===== src/common/timer_consts.svh =====
`ifndef TIMER_CONSTS_SVH
`define TIMER_CONSTS_SVH

// ----------------------------------------
// Register offsets (byte addresses)
// ----------------------------------------
`define OFF_CONTROL 8'h00
`define OFF_COUNT 8'h04
`define OFF_PERIOD 8'h08
`define OFF_IRQ 8'h0C

// ----------------------------------------
// Control and interrupt register field positions
// ----------------------------------------
`define BIT_ON 15
`define BIT_CLOCK_SOURCE 1
`define BIT_EXT_SYNC 2
`define BIT_PAIR_MODE 3
`define BIT_PSC_LO 4
`define BIT_PSC_HI 5
`define BIT_GATE 7
`define BIT_OSC_SELECT 8
`define BIT_WIP 11
`define BIT_WDIS 12
`define CONTROL_WR_MASK 32'h0000_91BE
`define BIT_IRQ_FLAG 0
`define BIT_IRQ_ENABLE 1

// ----------------------------------------
// Reset values
// ----------------------------------------
`define RST_CONTROL 32'h0000_0000
`define RST_COUNT 32'h0000_0000
`define RST_PERIOD 32'hFFFF_FFFF

// ----------------------------------------
// Timing counts, prescale limits and bus response codes
// ----------------------------------------
`define START_EDGES 2'h2
`define PSC_LIMIT_1 8'h00
`define PSC_LIMIT_8 8'h07
`define PSC_LIMIT_64 8'h3F
`define PSC_LIMIT_256 8'hFF
`define RESP_OKAY 2'h0
`define RESP_SLVERR 2'h2

`endif


===== src/common/timer_pkg.sv =====
package timer_pkg;

  // Counting mode decoded from the control register
  typedef enum logic [1:0] {
    MODE_INTERNAL = 2'b00,
    MODE_GATED = 2'b01,
    MODE_EXT_SYNC = 2'b10,
    MODE_ASYNC = 2'b11
  } mode_e;

  // Count write synchroniser progress in external clock edges
  typedef enum logic [1:0] {
    WSYNC_IDLE = 2'b00,
    WSYNC_FIRST = 2'b01,
    WSYNC_SECOND = 2'b10
  } wsync_e;

endpackage : timer_pkg


===== src/rtl/timer_top.sv =====
// Implementation choices: the AXI4-Lite interface to the registers and the register offsets.
`timescale 1ns/1ps
`include "timer_consts.svh"


module timer_top (
  input wire logic aclk,
  input wire logic aresetn,
  input wire logic [7:0] s_axi_awaddr,
  input wire logic s_axi_awvalid,
  output logic s_axi_awready,
  input wire logic [31:0] s_axi_wdata,
  input wire logic [3:0] s_axi_wstrb,
  input wire logic s_axi_wvalid,
  output logic s_axi_wready,
  output logic [1:0] s_axi_bresp,
  output logic s_axi_bvalid,
  input wire logic s_axi_bready,
  input wire logic [7:0] s_axi_araddr,
  input wire logic s_axi_arvalid,
  output logic s_axi_arready,
  output logic [31:0] s_axi_rdata,
  output logic [1:0] s_axi_rresp,
  output logic s_axi_rvalid,
  input wire logic s_axi_rready,
  input wire logic ext_timer_clock_pin,
  input wire logic secondary_osc_clock,
  output logic timer_irq
);

  // ----------------------------------------
  // Declarations
  // ----------------------------------------
  logic awready_q, wready_q, bvalid_q, arready_q, rvalid_q;
  logic aw_full_q, w_full_q;
  logic [7:0] awaddr_q;
  logic [31:0] wdata_q;
  logic [3:0] wstrb_q;
  logic [1:0] bresp_q, rresp_q;
  logic [31:0] rdata_q;
  logic [31:0] timer_control_q, count_register_q, period_register_q;
  logic [31:0] count_sync1_q, count_sync2_q, pend_q;
  logic timer_irq_flag_q, timer_irq_enable_q, timer_irq_q;
  logic ext_prev_q, gate_prev_q, on_prev_q;
  logic [1:0] start_cnt_q;
  timer_pkg::wsync_e wsync_q;

  // ----------------------------------------
  // Helpers
  // ----------------------------------------
  // Byte-lane merge shared by the control, count and period registers
  function automatic logic [31:0] merge(input logic [31:0] old, input logic [31:0] nw,
                                        input logic [3:0] strb);
    logic [31:0] res;
    res = old;
    for (int i = 0; i < 4; i++) begin
      if (strb[i]) begin
        res[i*8 +: 8] = nw[i*8 +: 8];
      end
    end
    merge = res;
  endfunction : merge

  function automatic logic mapped(input logic [7:0] a);
    mapped = (a == `OFF_CONTROL) || (a == `OFF_COUNT) || (a == `OFF_PERIOD) ||
             (a == `OFF_IRQ);
  endfunction : mapped

  // ----------------------------------------
  // Mode decode
  // ----------------------------------------
  wire on = timer_control_q[`BIT_ON];
  wire clock_source_select = timer_control_q[`BIT_CLOCK_SOURCE];
  wire ext_clock_sync_enable = timer_control_q[`BIT_EXT_SYNC];
  wire pair_mode_enable = timer_control_q[`BIT_PAIR_MODE];
  wire gate_enable = timer_control_q[`BIT_GATE];
  wire secondary_osc_select = timer_control_q[`BIT_OSC_SELECT];
  wire async_write_disable = timer_control_q[`BIT_WDIS];
  wire [1:0] prescale_select = timer_control_q[`BIT_PSC_HI:`BIT_PSC_LO];
  wire timer_pkg::mode_e mode = !clock_source_select ?
      (gate_enable ? timer_pkg::MODE_GATED : timer_pkg::MODE_INTERNAL) :
      (ext_clock_sync_enable ? timer_pkg::MODE_EXT_SYNC : timer_pkg::MODE_ASYNC);
  wire async_mode = (mode == timer_pkg::MODE_ASYNC);
  wire ext_mode = clock_source_select;

  // ----------------------------------------
  // Timer clock source and edges
  // ----------------------------------------
  // oscillator as source
  wire ext_in = secondary_osc_select ? secondary_osc_clock : ext_timer_clock_pin;
  wire ext_rise = ext_in && !ext_prev_q;
  wire gate_fall = !ext_timer_clock_pin && gate_prev_q;
  wire started = (start_cnt_q == `START_EDGES);

  // ----------------------------------------
  // Register bus decode
  // ----------------------------------------
  wire aw_hs = s_axi_awvalid && awready_q;
  wire w_hs = s_axi_wvalid && wready_q;
  wire ar_hs = s_axi_arvalid && arready_q;
  wire do_write = aw_full_q && w_full_q && !bvalid_q;
  wire wr_control = do_write && (awaddr_q == `OFF_CONTROL);
  wire wr_count = do_write && (awaddr_q == `OFF_COUNT);
  wire wr_period = do_write && (awaddr_q == `OFF_PERIOD);
  wire wr_irq = do_write && (awaddr_q == `OFF_IRQ);
  wire [31:0] count_wval = merge(count_register_q, wdata_q, wstrb_q);
  // Protected writes overlapping a pending one are dropped
  wire wsync_busy = (wsync_q != timer_pkg::WSYNC_IDLE);
  wire wr_count_async = wr_count && on && async_mode && !(wsync_busy && async_write_disable);
  wire wr_count_now = wr_count && !(on && async_mode);
  wire wsync_land = (wsync_q == timer_pkg::WSYNC_SECOND) && ext_rise;

  // ----------------------------------------
  // Count tick and match
  // ----------------------------------------
  // pair mode width
  wire [31:0] eff_period = pair_mode_enable ? period_register_q :
                           {16'h0000, period_register_q[15:0]};
  wire [31:0] count_inc = pair_mode_enable ? count_register_q + 32'h0000_0001 :
                          {16'h0000, count_register_q[15:0] + 16'h0001};
  wire base_tick = (mode == timer_pkg::MODE_INTERNAL) ||
                   ((mode == timer_pkg::MODE_GATED) && ext_timer_clock_pin) ||
                   (ext_mode && ext_rise && started);
  wire psc_clear = !on || wr_count || wsync_land;
  logic psc_tick;

  timer_prescaler u_prescaler (
    .aclk(aclk),
    .aresetn(aresetn),
    .clear(psc_clear),
    .tick_in(on && base_tick),
    .prescale_select(prescale_select),
    .tick_out(psc_tick)
  );

  wire match = psc_tick && (count_register_q == eff_period);
  wire timer_event = (match && (mode != timer_pkg::MODE_GATED)) ||
                     (on && (mode == timer_pkg::MODE_GATED) && gate_fall);

  // ----------------------------------------
  // AXI write channels
  // ----------------------------------------
  // Address and data taken in either order, answered once both are held
  always_ff @(posedge aclk) begin
    if (!aresetn) begin
      awready_q <= 1'b1;
      wready_q <= 1'b1;
      aw_full_q <= 1'b0;
      w_full_q <= 1'b0;
      bvalid_q <= 1'b0;
      bresp_q <= `RESP_OKAY;
      awaddr_q <= 8'h00;
      wdata_q <= 32'h0000_0000;
      wstrb_q <= 4'h0;
    end else begin
      if (aw_hs) begin
        awaddr_q <= s_axi_awaddr;
        aw_full_q <= 1'b1;
        awready_q <= 1'b0;
      end
      if (w_hs) begin
        wdata_q <= s_axi_wdata;
        wstrb_q <= s_axi_wstrb;
        w_full_q <= 1'b1;
        wready_q <= 1'b0;
      end
      if (do_write) begin
        aw_full_q <= 1'b0;
        w_full_q <= 1'b0;
        bvalid_q <= 1'b1;
        bresp_q <= mapped(awaddr_q) ? `RESP_OKAY : `RESP_SLVERR;
      end
      if (bvalid_q && s_axi_bready) begin
        bvalid_q <= 1'b0;
        awready_q <= 1'b1;
        wready_q <= 1'b1;
      end
    end
  end

  // ----------------------------------------
  // AXI read channel
  // ----------------------------------------
  // lagged count read
  wire [31:0] count_view = async_mode ? count_sync2_q : count_register_q;
  wire wip_view = async_mode && wsync_busy;
  wire [31:0] control_view = timer_control_q | {20'h00000, wip_view, 11'h000};
  wire [31:0] irq_view = {30'h0000_0000, timer_irq_enable_q, timer_irq_flag_q};
  wire [31:0] read_mux = (s_axi_araddr == `OFF_CONTROL) ? control_view :
                         (s_axi_araddr == `OFF_COUNT) ? count_view :
                         (s_axi_araddr == `OFF_PERIOD) ? period_register_q :
                         (s_axi_araddr == `OFF_IRQ) ? irq_view : 32'h0000_0000;

  // One read in flight; data registered on the address handshake
  always_ff @(posedge aclk) begin
    if (!aresetn) begin
      arready_q <= 1'b1;
      rvalid_q <= 1'b0;
      rdata_q <= 32'h0000_0000;
      rresp_q <= `RESP_OKAY;
    end else if (ar_hs) begin
      arready_q <= 1'b0;
      rvalid_q <= 1'b1;
      rdata_q <= read_mux;
      rresp_q <= mapped(s_axi_araddr) ? `RESP_OKAY : `RESP_SLVERR;
    end else if (rvalid_q && s_axi_rready) begin
      rvalid_q <= 1'b0;
      arready_q <= 1'b1;
    end
  end

  // ----------------------------------------
  // Control, period and interrupt registers
  // ----------------------------------------
  // Software owns these; the flag is write-one-to-clear
  always_ff @(posedge aclk) begin
    if (!aresetn) begin
      timer_control_q <= `RST_CONTROL;
      period_register_q <= `RST_PERIOD;
      timer_irq_enable_q <= 1'b0;
      timer_irq_flag_q <= 1'b0;
      timer_irq_q <= 1'b0;
    end else begin
      if (wr_control) begin
        timer_control_q <= merge(timer_control_q, wdata_q, wstrb_q) & `CONTROL_WR_MASK;
      end
      if (wr_period) begin
        period_register_q <= merge(period_register_q, wdata_q, wstrb_q);
      end
      if (wr_irq && wstrb_q[0]) begin
        timer_irq_enable_q <= wdata_q[`BIT_IRQ_ENABLE];
      end
      if (timer_event) begin
        timer_irq_flag_q <= 1'b1;
      end else if (wr_irq && wstrb_q[0] && wdata_q[`BIT_IRQ_FLAG]) begin
        timer_irq_flag_q <= 1'b0;
      end
      timer_irq_q <= timer_irq_flag_q && timer_irq_enable_q;
    end
  end

  // ----------------------------------------
  // Edge history and start delay
  // ----------------------------------------
  // Start count restarts on every enable so stale edges never count
  always_ff @(posedge aclk) begin
    if (!aresetn) begin
      ext_prev_q <= 1'b0;
      gate_prev_q <= 1'b0;
      on_prev_q <= 1'b0;
      start_cnt_q <= 2'h0;
    end else begin
      ext_prev_q <= ext_in;
      gate_prev_q <= ext_timer_clock_pin;
      on_prev_q <= on;
      if (!on || !on_prev_q) begin
        start_cnt_q <= 2'h0;
      end else if (ext_rise && !started) begin
        start_cnt_q <= start_cnt_q + 2'h1;
      end
    end
  end

  // ----------------------------------------
  // Count write synchroniser
  // ----------------------------------------
  // Legacy mode lets a new write replace the pending value
  always_ff @(posedge aclk) begin
    if (!aresetn) begin
      wsync_q <= timer_pkg::WSYNC_IDLE;
      pend_q <= `RST_COUNT;
    end else if (wr_count_async) begin
      wsync_q <= timer_pkg::WSYNC_FIRST;
      pend_q <= count_wval;
    end else if (!(on && async_mode)) begin
      wsync_q <= timer_pkg::WSYNC_IDLE;
    end else if (ext_rise) begin
      case (wsync_q)
        timer_pkg::WSYNC_FIRST: wsync_q <= timer_pkg::WSYNC_SECOND;
        timer_pkg::WSYNC_SECOND: wsync_q <= timer_pkg::WSYNC_IDLE;
        default: wsync_q <= timer_pkg::WSYNC_IDLE;
      endcase
    end
  end

  // ----------------------------------------
  // Counter and read synchroniser
  // ----------------------------------------
  // A landing write masks the increment of that cycle
  always_ff @(posedge aclk) begin
    if (!aresetn) begin
      count_register_q <= `RST_COUNT;
      count_sync1_q <= `RST_COUNT;
      count_sync2_q <= `RST_COUNT;
    end else begin
      if (wr_count_now) begin
        count_register_q <= count_wval;
      end else if (wsync_land) begin
        count_register_q <= pend_q;
      end else if (match) begin
        count_register_q <= 32'h0000_0000;
      end else if (psc_tick) begin
        count_register_q <= count_inc;
      end
      count_sync1_q <= count_register_q;
      count_sync2_q <= count_sync1_q;
    end
  end

  // ----------------------------------------
  // Outputs
  // ----------------------------------------
  assign s_axi_awready = awready_q;
  assign s_axi_wready = wready_q;
  assign s_axi_bvalid = bvalid_q;
  assign s_axi_bresp = bresp_q;
  assign s_axi_arready = arready_q;
  assign s_axi_rvalid = rvalid_q;
  assign s_axi_rdata = rdata_q;
  assign s_axi_rresp = rresp_q;
  assign timer_irq = timer_irq_q;

endmodule : timer_top


===== src/rtl/timer_prescaler.sv =====
`timescale 1ns/1ps
`include "timer_consts.svh"

module timer_prescaler (
  input wire logic aclk,
  input wire logic aresetn,
  input wire logic clear,
  input wire logic tick_in,
  input wire logic [1:0] prescale_select,
  output logic tick_out
);

  logic [7:0] cnt_q;
  logic [7:0] limit;

  // Ratio decode: 1:1, 1:8, 1:64, 1:256
  function automatic logic [7:0] ratio_limit(input logic [1:0] sel);
    case (sel)
      2'b00: ratio_limit = `PSC_LIMIT_1;
      2'b01: ratio_limit = `PSC_LIMIT_8;
      2'b10: ratio_limit = `PSC_LIMIT_64;
      default: ratio_limit = `PSC_LIMIT_256;
    endcase
  endfunction : ratio_limit

  assign limit = ratio_limit(prescale_select);
  assign tick_out = tick_in && !clear && (cnt_q >= limit);

  always_ff @(posedge aclk) begin
    if (!aresetn || clear || tick_out) begin
      cnt_q <= 8'h00;
    end else if (tick_in) begin
      cnt_q <= cnt_q + 8'h01;
    end
  end

endmodule : timer_prescaler


===== config.mk =====
export PLATFORM = sky130hd
export DESIGN_NAME = timer_top
export DESIGN_NICKNAME = d
export VERILOG_FILES = /design/src/common/timer_pkg.sv /design/src/rtl/timer_top.sv /design/src/rtl/timer_prescaler.sv
export VERILOG_INCLUDE_DIRS = /design/src /design/src/common
export SDC_FILE = /design/constraint.sdc
export NUM_CORES = 1
export LEC_CHECK = 0
export ABC_CLOCK_PERIOD_IN_PS = 2480
export BUFFER_PORTS_ARGS = -buffer_cell sky130_fd_sc_hd__clkbuf_2
export CELL_PAD_IN_SITES_DETAIL_PLACEMENT = 1
export CELL_PAD_IN_SITES_GLOBAL_PLACEMENT = 1
export CORE_MARGIN = 3
export CORE_UTILIZATION = 40
export DETAILED_ROUTE_END_ITERATION = 8
export MAX_ROUTING_LAYER = met4
export PLACE_DENSITY = 0.79
export SLEW_MARGIN = 10
export SYNTH_ARGS = -nofsm -noshare
export SYNTH_HDL_FRONTEND = slang
export SYNTH_SLANG_ARGS = --single-unit

===== constraint.sdc =====
create_clock -name aclk -period 2.48 [get_ports aclk]
set_input_delay 0.124 -clock aclk [delete_from_list [all_inputs] [get_ports aclk]]
set_output_delay 0.124 -clock aclk [all_outputs]
set_load 0.01 [all_outputs]

==> summary.txt, run 1 <==
=================================================================================
Number of enable flip-flop cells after synthesis ...................            0
Number of nets in the layout .......................................         1787
Count of max-cap constraint violations .............................            0
Hold Worst Slack ...................................................       123 ps
Clock slew seen by the registers of the worst setup and hold paths .        60 ps
Final Slew Violations ..............................................            0
Period utilisation layout ..........................................         1.09
Syn Inst Count .....................................................         1523
Number of DRC markers in iteration 0 ...............................         1274
Cell type with the largest total area after synthesis .............. sky130_fd_sc_hd__dfxtp_1
Die span in x ......................................................       181 um
Antenna-violating nets left ........................................            0
Proportion of power drawn by flip-flops and latches ................        0.477
Largest net degree at the start of global routing ..................          103
Sw power ...........................................................      2.28 mW
Top FF cell, synth ................................................. sky130_fd_sc_hd__dfxtp_1
Worst rel slew slack ...............................................        0.442
Violations in the final reports .................................... negative setup slack
Layout cells sized above 1 .........................................        0.204
Clock sink total ...................................................          272
Final total negative setup slack ...................................     -4450 ps
Mapped Avg Cell Area ...............................................    8.03 um^2
# H-tree levels ....................................................            1
CTS tree ...........................................................         done
Worst Setup End Kind ...............................................    flip-flop
Half-perimeter wire length after detailed placement ................     28200 um
Cells taking the most area after synthesis ......................... sky130_fd_sc_hd__dfxtp_1, sky130_fd_sc_hd__nand2_1, sky130_fd_sc_hd__a21oi_1
Worst-case clock buffer depth ......................................            3
DRC violations left ................................................            0
Antenna violations before repair ...................................            0
Startpoint Class ...................................................    flip-flop
1st-pass router iterations .........................................            7
Count of vias placed by the detailed router ........................        12400
Area growth from synthesis to layout ...............................        29.3%
Average wire per standard cell .....................................      21.8 um
Status ............................................................. finished with violations
Path type of the worst min-delay path .............................. primary input to flip-flop
Maximum frequency from static timing analysis ......................      370 MHz
Post-synthesis register bit count ..................................          272
Int Pwr ............................................................      7.28 mW
Setup repair after global routing missed its margin ................         true
Number of global-route vias before repair ..........................        12500
Combinational Power Share ..........................................        0.061
Slack of the critical path .........................................      -224 ps
Count of unique library cells instantiated by Yosys ................           72
Worst setup slack for register-to-register paths ...................      -220 ps
Wire length reported by the detailed router ........................     46400 um
Final Hold Viols ...................................................            0
Fraction of registers with async set or reset after synthesis ......            0
Max Fanout on Critical Path ........................................            8
Start point of the worst hold path ................................. s_axi_araddr[4]
Transition time at the pin with the least slew margin ..............       837 ps
Sequential area share after synthesis ..............................        0.445
Number of fillers in the final layout ..............................         3534
Detail-routed via count per cell ...................................         5.83
Path type of the worst setup path .................................. flip-flop to flip-flop
Synth Warn # .......................................................            0
Gr ovfl total ......................................................            0
Worst Clk Skew .....................................................      18.6 ps
Skew-Pair Late Insertion Delay .....................................       560 ps
Number of top-level pins ...........................................          103
Total chip power ...................................................      9.56 mW
Hold Crit Endpoint ................................................. s_axi_rresp[1]
Last weighted congestion value of the routability-driven placer ....        0.913
Floorplan die height ...............................................       181 um
Worst Hold Path Cells ..............................................            5
Clock root cell .................................................... sky130_fd_sc_hd__clkbuf_16
Effective utilization at floorplan .................................        0.410
Num rows ...........................................................           63
Arrival time worst endpoint ........................................      3140 ps
Die Area ...........................................................   32700 um^2
Leading cell type by number of instances after synthesis ........... sky130_fd_sc_hd__dfxtp_1
Total standard cell area after synthesis ...........................   12200 um^2
# setup viols final ................................................           33
Cell depth of the worst flop-to-flop path ..........................           12
Number of buffer cells added on primary ports ......................          100
Setup slack at placement ...........................................      -271 ps
Core region area ...................................................   29900 um^2
First-pass GRT wire length .........................................     69600 um
GR Util All Layers .................................................        0.267
List of most frequent post-synthesis cells ......................... sky130_fd_sc_hd__dfxtp_1, sky130_fd_sc_hd__nand2_1, sky130_fd_sc_hd__nor2_1
Worst r2r dst ...................................................... count_register_q[2]
Share of Yosys cell area claimed by the top area cell type .........        0.445
Fraction of power spent switching nets .............................        0.239
Power per standard cell area .......................................  604 nW/um^2
Number of buffers created by CTS ...................................           29
Reg2reg start ...................................................... timer_control_q[5]
Leakage power figure ...............................................      6.02 nW
Worst Path Required ................................................      2920 ps
Peak VDD IR ........................................................       543 uV
Proportion of power drawn by the clock network .....................        0.462
Period minus WS final ..............................................      2700 ps
=================================================================================
==> layout by cell type (no fill, tap or decap), types with 36 or more instances in the layout <==
cell                            synthesis  final
sky130_fd_sc_hd__nand2_1              262    261
sky130_fd_sc_hd__dfxtp_1              272    260
sky130_fd_sc_hd__nor2_1               155    155
sky130_fd_sc_hd__a21oi_1              122    118
sky130_fd_sc_hd__buf_4                  5    110
sky130_fd_sc_hd__clkbuf_2               1     99
sky130_fd_sc_hd__nand3_1              100     98
sky130_fd_sc_hd__and2_1                65     65
sky130_fd_sc_hd__dlygate4sd3_1          0     60
sky130_fd_sc_hd__o21ai_0               41     38
sky130_fd_sc_hd__mux2i_1               36     36
==> flip-flops by register name (all words and copies together), names as in the netlist, 2 cells and up <==
| signal | flops |
|---|---|
| wsync_q | 2 |
| s_axi_rdata | 32 |
| wstrb_q | 4 |
| awaddr_q | 8 |
| period_register_q | 32 |
| u_prescaler.cnt_q | 8 |
| count_register_q | 32 |
| timer_control_q | 9 |
| wdata_q | 32 |
| pend_q | 32 |
| count_sync1_q | 32 |
| start_cnt_q | 2 |
| count_sync2_q | 32 |
==> cell type report <==
class                           count  area, um^2  share of cell area
Tap cell                          390         488              0.0309
Sequential cell                   272        5470               0.346
Clock buffer                       37         806              0.0509
Multi-Input combinational cell   1111        6640               0.420
Inverter                           17        68.8             0.00435
Antenna cell                        1        2.50            0.000158
Clock inverter                     13         146             0.00926
Timing Repair Buffer              284        2200               0.139
==> power groups by stage <==
stage | Combinational, mW | Sequential, mW | Clock (mW)
global placement | 0.470 | 4.65 | 0
detailed placement | 0.482 | 4.65 | 0
global route | 0.641 | 4.57 | 4.65
floorplan | 0.294 | 4.61 | 0
CTS | 0.562 | 4.55 | 4.46
finish | 0.584 | 4.56 | 4.41
==> cells by family after synthesis <==
logic type / Yosys count / share of synthesized area
buffers and inverters: 142 / 0.0484
XOR/XNOR: 52 / 0.0372
flip-flops: 272 / 0.445
other: 1 / 0.000306
multiplexers: 38 / 0.0322
AO/OA/AOI/OAI: 292 / 0.151
AND/OR/NAND/NOR: 715 / 0.274
adder cells (fa/ha/maj): 11 / 0.0112
==> timing repair <==
item                                    4_1_cts  5_1_grt
endpoints found under the hold margin        62        0
cloned                                        5        0
buffers inserted                             10        2
hold buffers                                 60        0
endpoints found under the setup margin       34       41
gates resized for setup                      45       44
pin swaps                                    44       37
==> routing by layer <==
layer  GRT usage  wire (um)  up-vias
met2       0.419      20800      605
met3      0.0453       4120      158
met1       0.354      19600     5992
li1            -          -     5628
met5           -          0        -
met4      0.0807       1840        0
==> how the worst max path moves through the flow <==
| stage | slack (ps) | to | start | cells past startpoint |
|---|---|---|---|---|
| after detailed placement | -270 | count_register_q[7] | timer_control_q[4] | 11 |
| after global routing | -250 | count_register_q[0] | timer_control_q[5] | 12 |
| after floorplan | 20 | count_register_q[19] | timer_control_q[4] | 10 |
| after global placement | -160 | count_register_q[17] | timer_control_q[4] | 10 |
| final | -220 | count_register_q[2] | timer_control_q[5] | 12 |
| after CTS | -140 | count_register_q[19] | timer_control_q[4] | 10 |
==> worst max-delay path, cell delays in order, from the launching register on <==
cell and delay [ps]:
sky130_fd_sc_hd__dfxtp_4 360, sky130_fd_sc_hd__or2_4 280, sky130_fd_sc_hd__ha_4 220, sky130_fd_sc_hd__nand2b_4 140
sky130_fd_sc_hd__a2111oi_4 370, sky130_fd_sc_hd__o21ai_2 160, sky130_fd_sc_hd__nand3_4 140, sky130_fd_sc_hd__buf_6 150
sky130_fd_sc_hd__buf_6 100, sky130_fd_sc_hd__o211ai_1 120, sky130_fd_sc_hd__buf_4 230, sky130_fd_sc_hd__o21a_1 120
sky130_fd_sc_hd__o211a_1 190
==> metrics by stage <==
stage | std cells | utilization | cell area [um^2]
after global placement | 1998 | 0.455 | 13600
after CTS | 2122 | 0.519 | 15500
after floorplan | 1524 | - | 12300
after detailed placement | 1998 | 0.455 | 13600
final | 2125 | 0.529 | 15800
after global routing | 2124 | 0.529 | 15800
No activity file was read; power rests on OpenSTA's default activity.
==> run 2: changes to the inputs <==
--- a/config.mk
+++ b/config.mk
@@ -7,7 +7,7 @@
 export NUM_CORES = 1
 export LEC_CHECK = 0
 export ABC_CLOCK_PERIOD_IN_PS = 2480
-export BUFFER_PORTS_ARGS = -buffer_cell sky130_fd_sc_hd__clkbuf_2
+export BUFFER_PORTS_ARGS = -buffer_cell sky130_fd_sc_hd__buf_2
 export CELL_PAD_IN_SITES_DETAIL_PLACEMENT = 1
 export CELL_PAD_IN_SITES_GLOBAL_PLACEMENT = 1
 export CORE_MARGIN = 3
==> summary.txt, run 2 (same netlist as run 1, synthesis figures left out) <==
=================================================================================
CTS tree ...........................................................         done
Layout cells sized above 1 .........................................        0.190   -0.0143
Num rows ...........................................................           63   unchanged
Startpoint Class ...................................................    flip-flop
1st-pass router iterations .........................................            5   -2
Arrival time worst endpoint ........................................      3190 ps   +50 ps
Skew-Pair Late Insertion Delay .....................................       550 ps   about the same
Power per standard cell area .......................................  615 nW/um^2   +1.8%
Half-perimeter wire length after detailed placement ................     28100 um   -0.36%
Largest net degree at the start of global routing ..................          107   +3.9%
Die span in x ......................................................       181 um   unchanged
Antenna-violating nets left ........................................            0   unchanged
Die Area ...........................................................   32700 um^2   unchanged
Number of DRC markers in iteration 0 ...............................          870   -32%
Worst Clk Skew .....................................................      21.4 ps   +2.78 ps
Transition time at the pin with the least slew margin ..............       809 ps   -28.7 ps
Path type of the worst min-delay path .............................. primary input to flip-flop
Combined area of the multi-input logic cells .......................    6510 um^2   -2.0%
Path type of the worst setup path .................................. flip-flop to flip-flop
Utilization of the core after routing ..............................        0.521   -0.00892
Peak VDD IR ........................................................       516 uV   -4.9%
Effective utilization at floorplan .................................        0.410   unchanged
Worst Path Required ................................................      2950 ps   +30 ps
Last weighted congestion value of the routability-driven placer ....        0.905   -0.89%
Setup repair after global routing missed its margin ................         true
Wire length reported by the detailed router ........................     43500 um   -6.3%
N_diodes ...........................................................            0   -1
Number of buffer cells added on primary ports ......................          100   unchanged
Number of global-route vias before repair ..........................        12300   -1.1%
DRC violations left ................................................            0   unchanged
Count of max-cap constraint violations .............................            0   unchanged
Final Hold Viols ...................................................            0   unchanged
Crit path largest cell delay .......................................       430 ps   +60 ps
GR Util All Layers .................................................        0.259   -0.00746
Slack of the critical path .........................................      -244 ps   -20.1 ps
# H-tree levels ....................................................            1   unchanged
Commonest cells after routing, fill and taps aside ................. sky130_fd_sc_hd__nand2_1, sky130_fd_sc_hd__dfxtp_1, sky130_fd_sc_hd__nor2_1
Leakage power figure ...............................................      5.96 nW   -1.0%
Final Slew Violations ..............................................            0   unchanged
Cell type of the slowest stage on the worst timing path ............ sky130_fd_sc_hd__a2111oi_4
Detail-routed via count per cell ...................................         5.69   -2.3%
Antenna violations before repair ...................................            0   unchanged
Gr ovfl total ......................................................            0   unchanged
Maximum frequency from static timing analysis ......................      367 MHz   -0.74%
Worst rel slew slack ...............................................        0.461   +0.0191
Max Fanout on Critical Path ........................................            8   unchanged
First-pass GRT wire length .........................................     68000 um   -2.3%
Clock root cell .................................................... sky130_fd_sc_hd__clkbuf_16
# setup viols final ................................................           33   unchanged
Clock slew seen by the registers of the worst setup and hold paths .        70 ps   about the same
Number of fillers in the final layout ..............................         3551   +0.48%
Number of top-level pins ...........................................          103   unchanged
Number of nets in the layout .......................................         1779   -0.45%
Ordered cell list for the critical path ............................ or2_4, ha_4, nand2b_4, a2111oi_4, o21ai_4, nand3_4, nor4_4, buf_4, clkbuf_16, or3_1, a31oi_1
Clock sink total ...................................................          272   unchanged
Count of vias placed by the detailed router ........................        12100   -2.7%
Floorplan die height ...............................................       181 um   unchanged
Worst-case clock buffer depth ......................................            3   unchanged
Register area ......................................................    5460 um^2   -0.11%
Final instance area ................................................   15500 um^2   -1.7%
Period minus WS final ..............................................      2720 ps   +20.1 ps
Worst Setup End Kind ...............................................    flip-flop
Status ............................................................. finished with violations
Final total negative setup slack ...................................     -4590 ps   -135 ps
Average wire per standard cell .....................................      20.5 um   -6.0%
Area of placed instances ...........................................   13600 um^2   -0.31%
Period utilisation layout ..........................................         1.10   +0.00812
Violations in the final reports .................................... negative setup slack
Core region area ...................................................   29900 um^2   unchanged
Area growth from synthesis to layout ...............................        27.1%
Number of buffers created by CTS ...................................           30   +3.4%
=================================================================================
run 2: cell count changes in the layout (fill, tap and decap cells not counted), sizes merged, moves of 2 or more:
cell      change
buf          +89
bufinv        -2
clkbuf       -89
clkinv        -5
clkinvlp      +2
run 2: per-layer routing:
metal / track usage / vias up / part of all wire
met5: - / - / 0
met4: 0.0697 / 0 / 0.027
met3: 0.0381 / 115 / 0.068
met2: 0.405 / 435 / 0.45
met1: 0.353 / 5888 / 0.45
li1: - / 5615 / -
run 2: metrics by stage:
step                      power (mW)  std cells  hold WS [ps]  worst slack [ps]
after floorplan                 4.90       1524           224              15.4
after global placement          5.11       1994           333              -182
after detailed placement        5.13       1994           349              -352
after CTS                       9.62       2115          79.6              -162
after global routing            9.88       2118           176              -314
final                           9.57       2118           101              -244
run 2: timing repair:
| item | in CTS | in global routing |
|---|---|---|
| cloned | 3 | 1 |
| gates resized for setup | 39 | 27 |
| endpoints found under the setup margin | 36 | 37 |
| endpoints found under the hold margin | 65 | 0 |
| hold buffers | 60 | 0 |
| pin swaps | 33 | 26 |
| buffers inserted | 5 | 3 |
run 2: worst paths after layout:
kind | startpoint | slack, ps | cells past startpoint | to
setup / recovery | timer_control_q[4] | -240 | 11 | count_register_q[9]
hold / removal | s_axi_araddr[4] | 100 | 5 | s_axi_rresp[1]
setup reg to reg | timer_control_q[4] | -240 | 11 | count_register_q[9]
hold reg to reg | count_sync1_q[31] | 430 | 1 | count_sync2_q[31]
run 2: worst max-delay path: cells and delay by family (launching register included):
kind / cells / cell delay [ps]
flip-flops: 1 / 350
AND/OR/NAND/NOR: 5 / 1000
adder cells (fa/ha/maj): 1 / 220
buffers and inverters: 2 / 330
AO/OA/AOI/OAI: 3 / 740
run 2: power breakdown:
part / total (mW) / switching, mW / internal [mW]
Clock: 4.44 / 1.83 / 2.62
Sequential: 4.56 / 0.108 / 4.45
Combinational: 0.569 / 0.327 / 0.243
Total: 9.57 / 2.26 / 7.31
run 2: layout make-up:
class | instances | share of cell area
Clock buffer | 46 | 0.0587
Clock inverter | 7 | 0.00435
Inverter | 17 | 0.00443
Multi-Input combinational cell | 1111 | 0.418
Sequential cell | 272 | 0.351
Tap cell | 390 | 0.0314
Timing Repair Buffer | 275 | 0.131
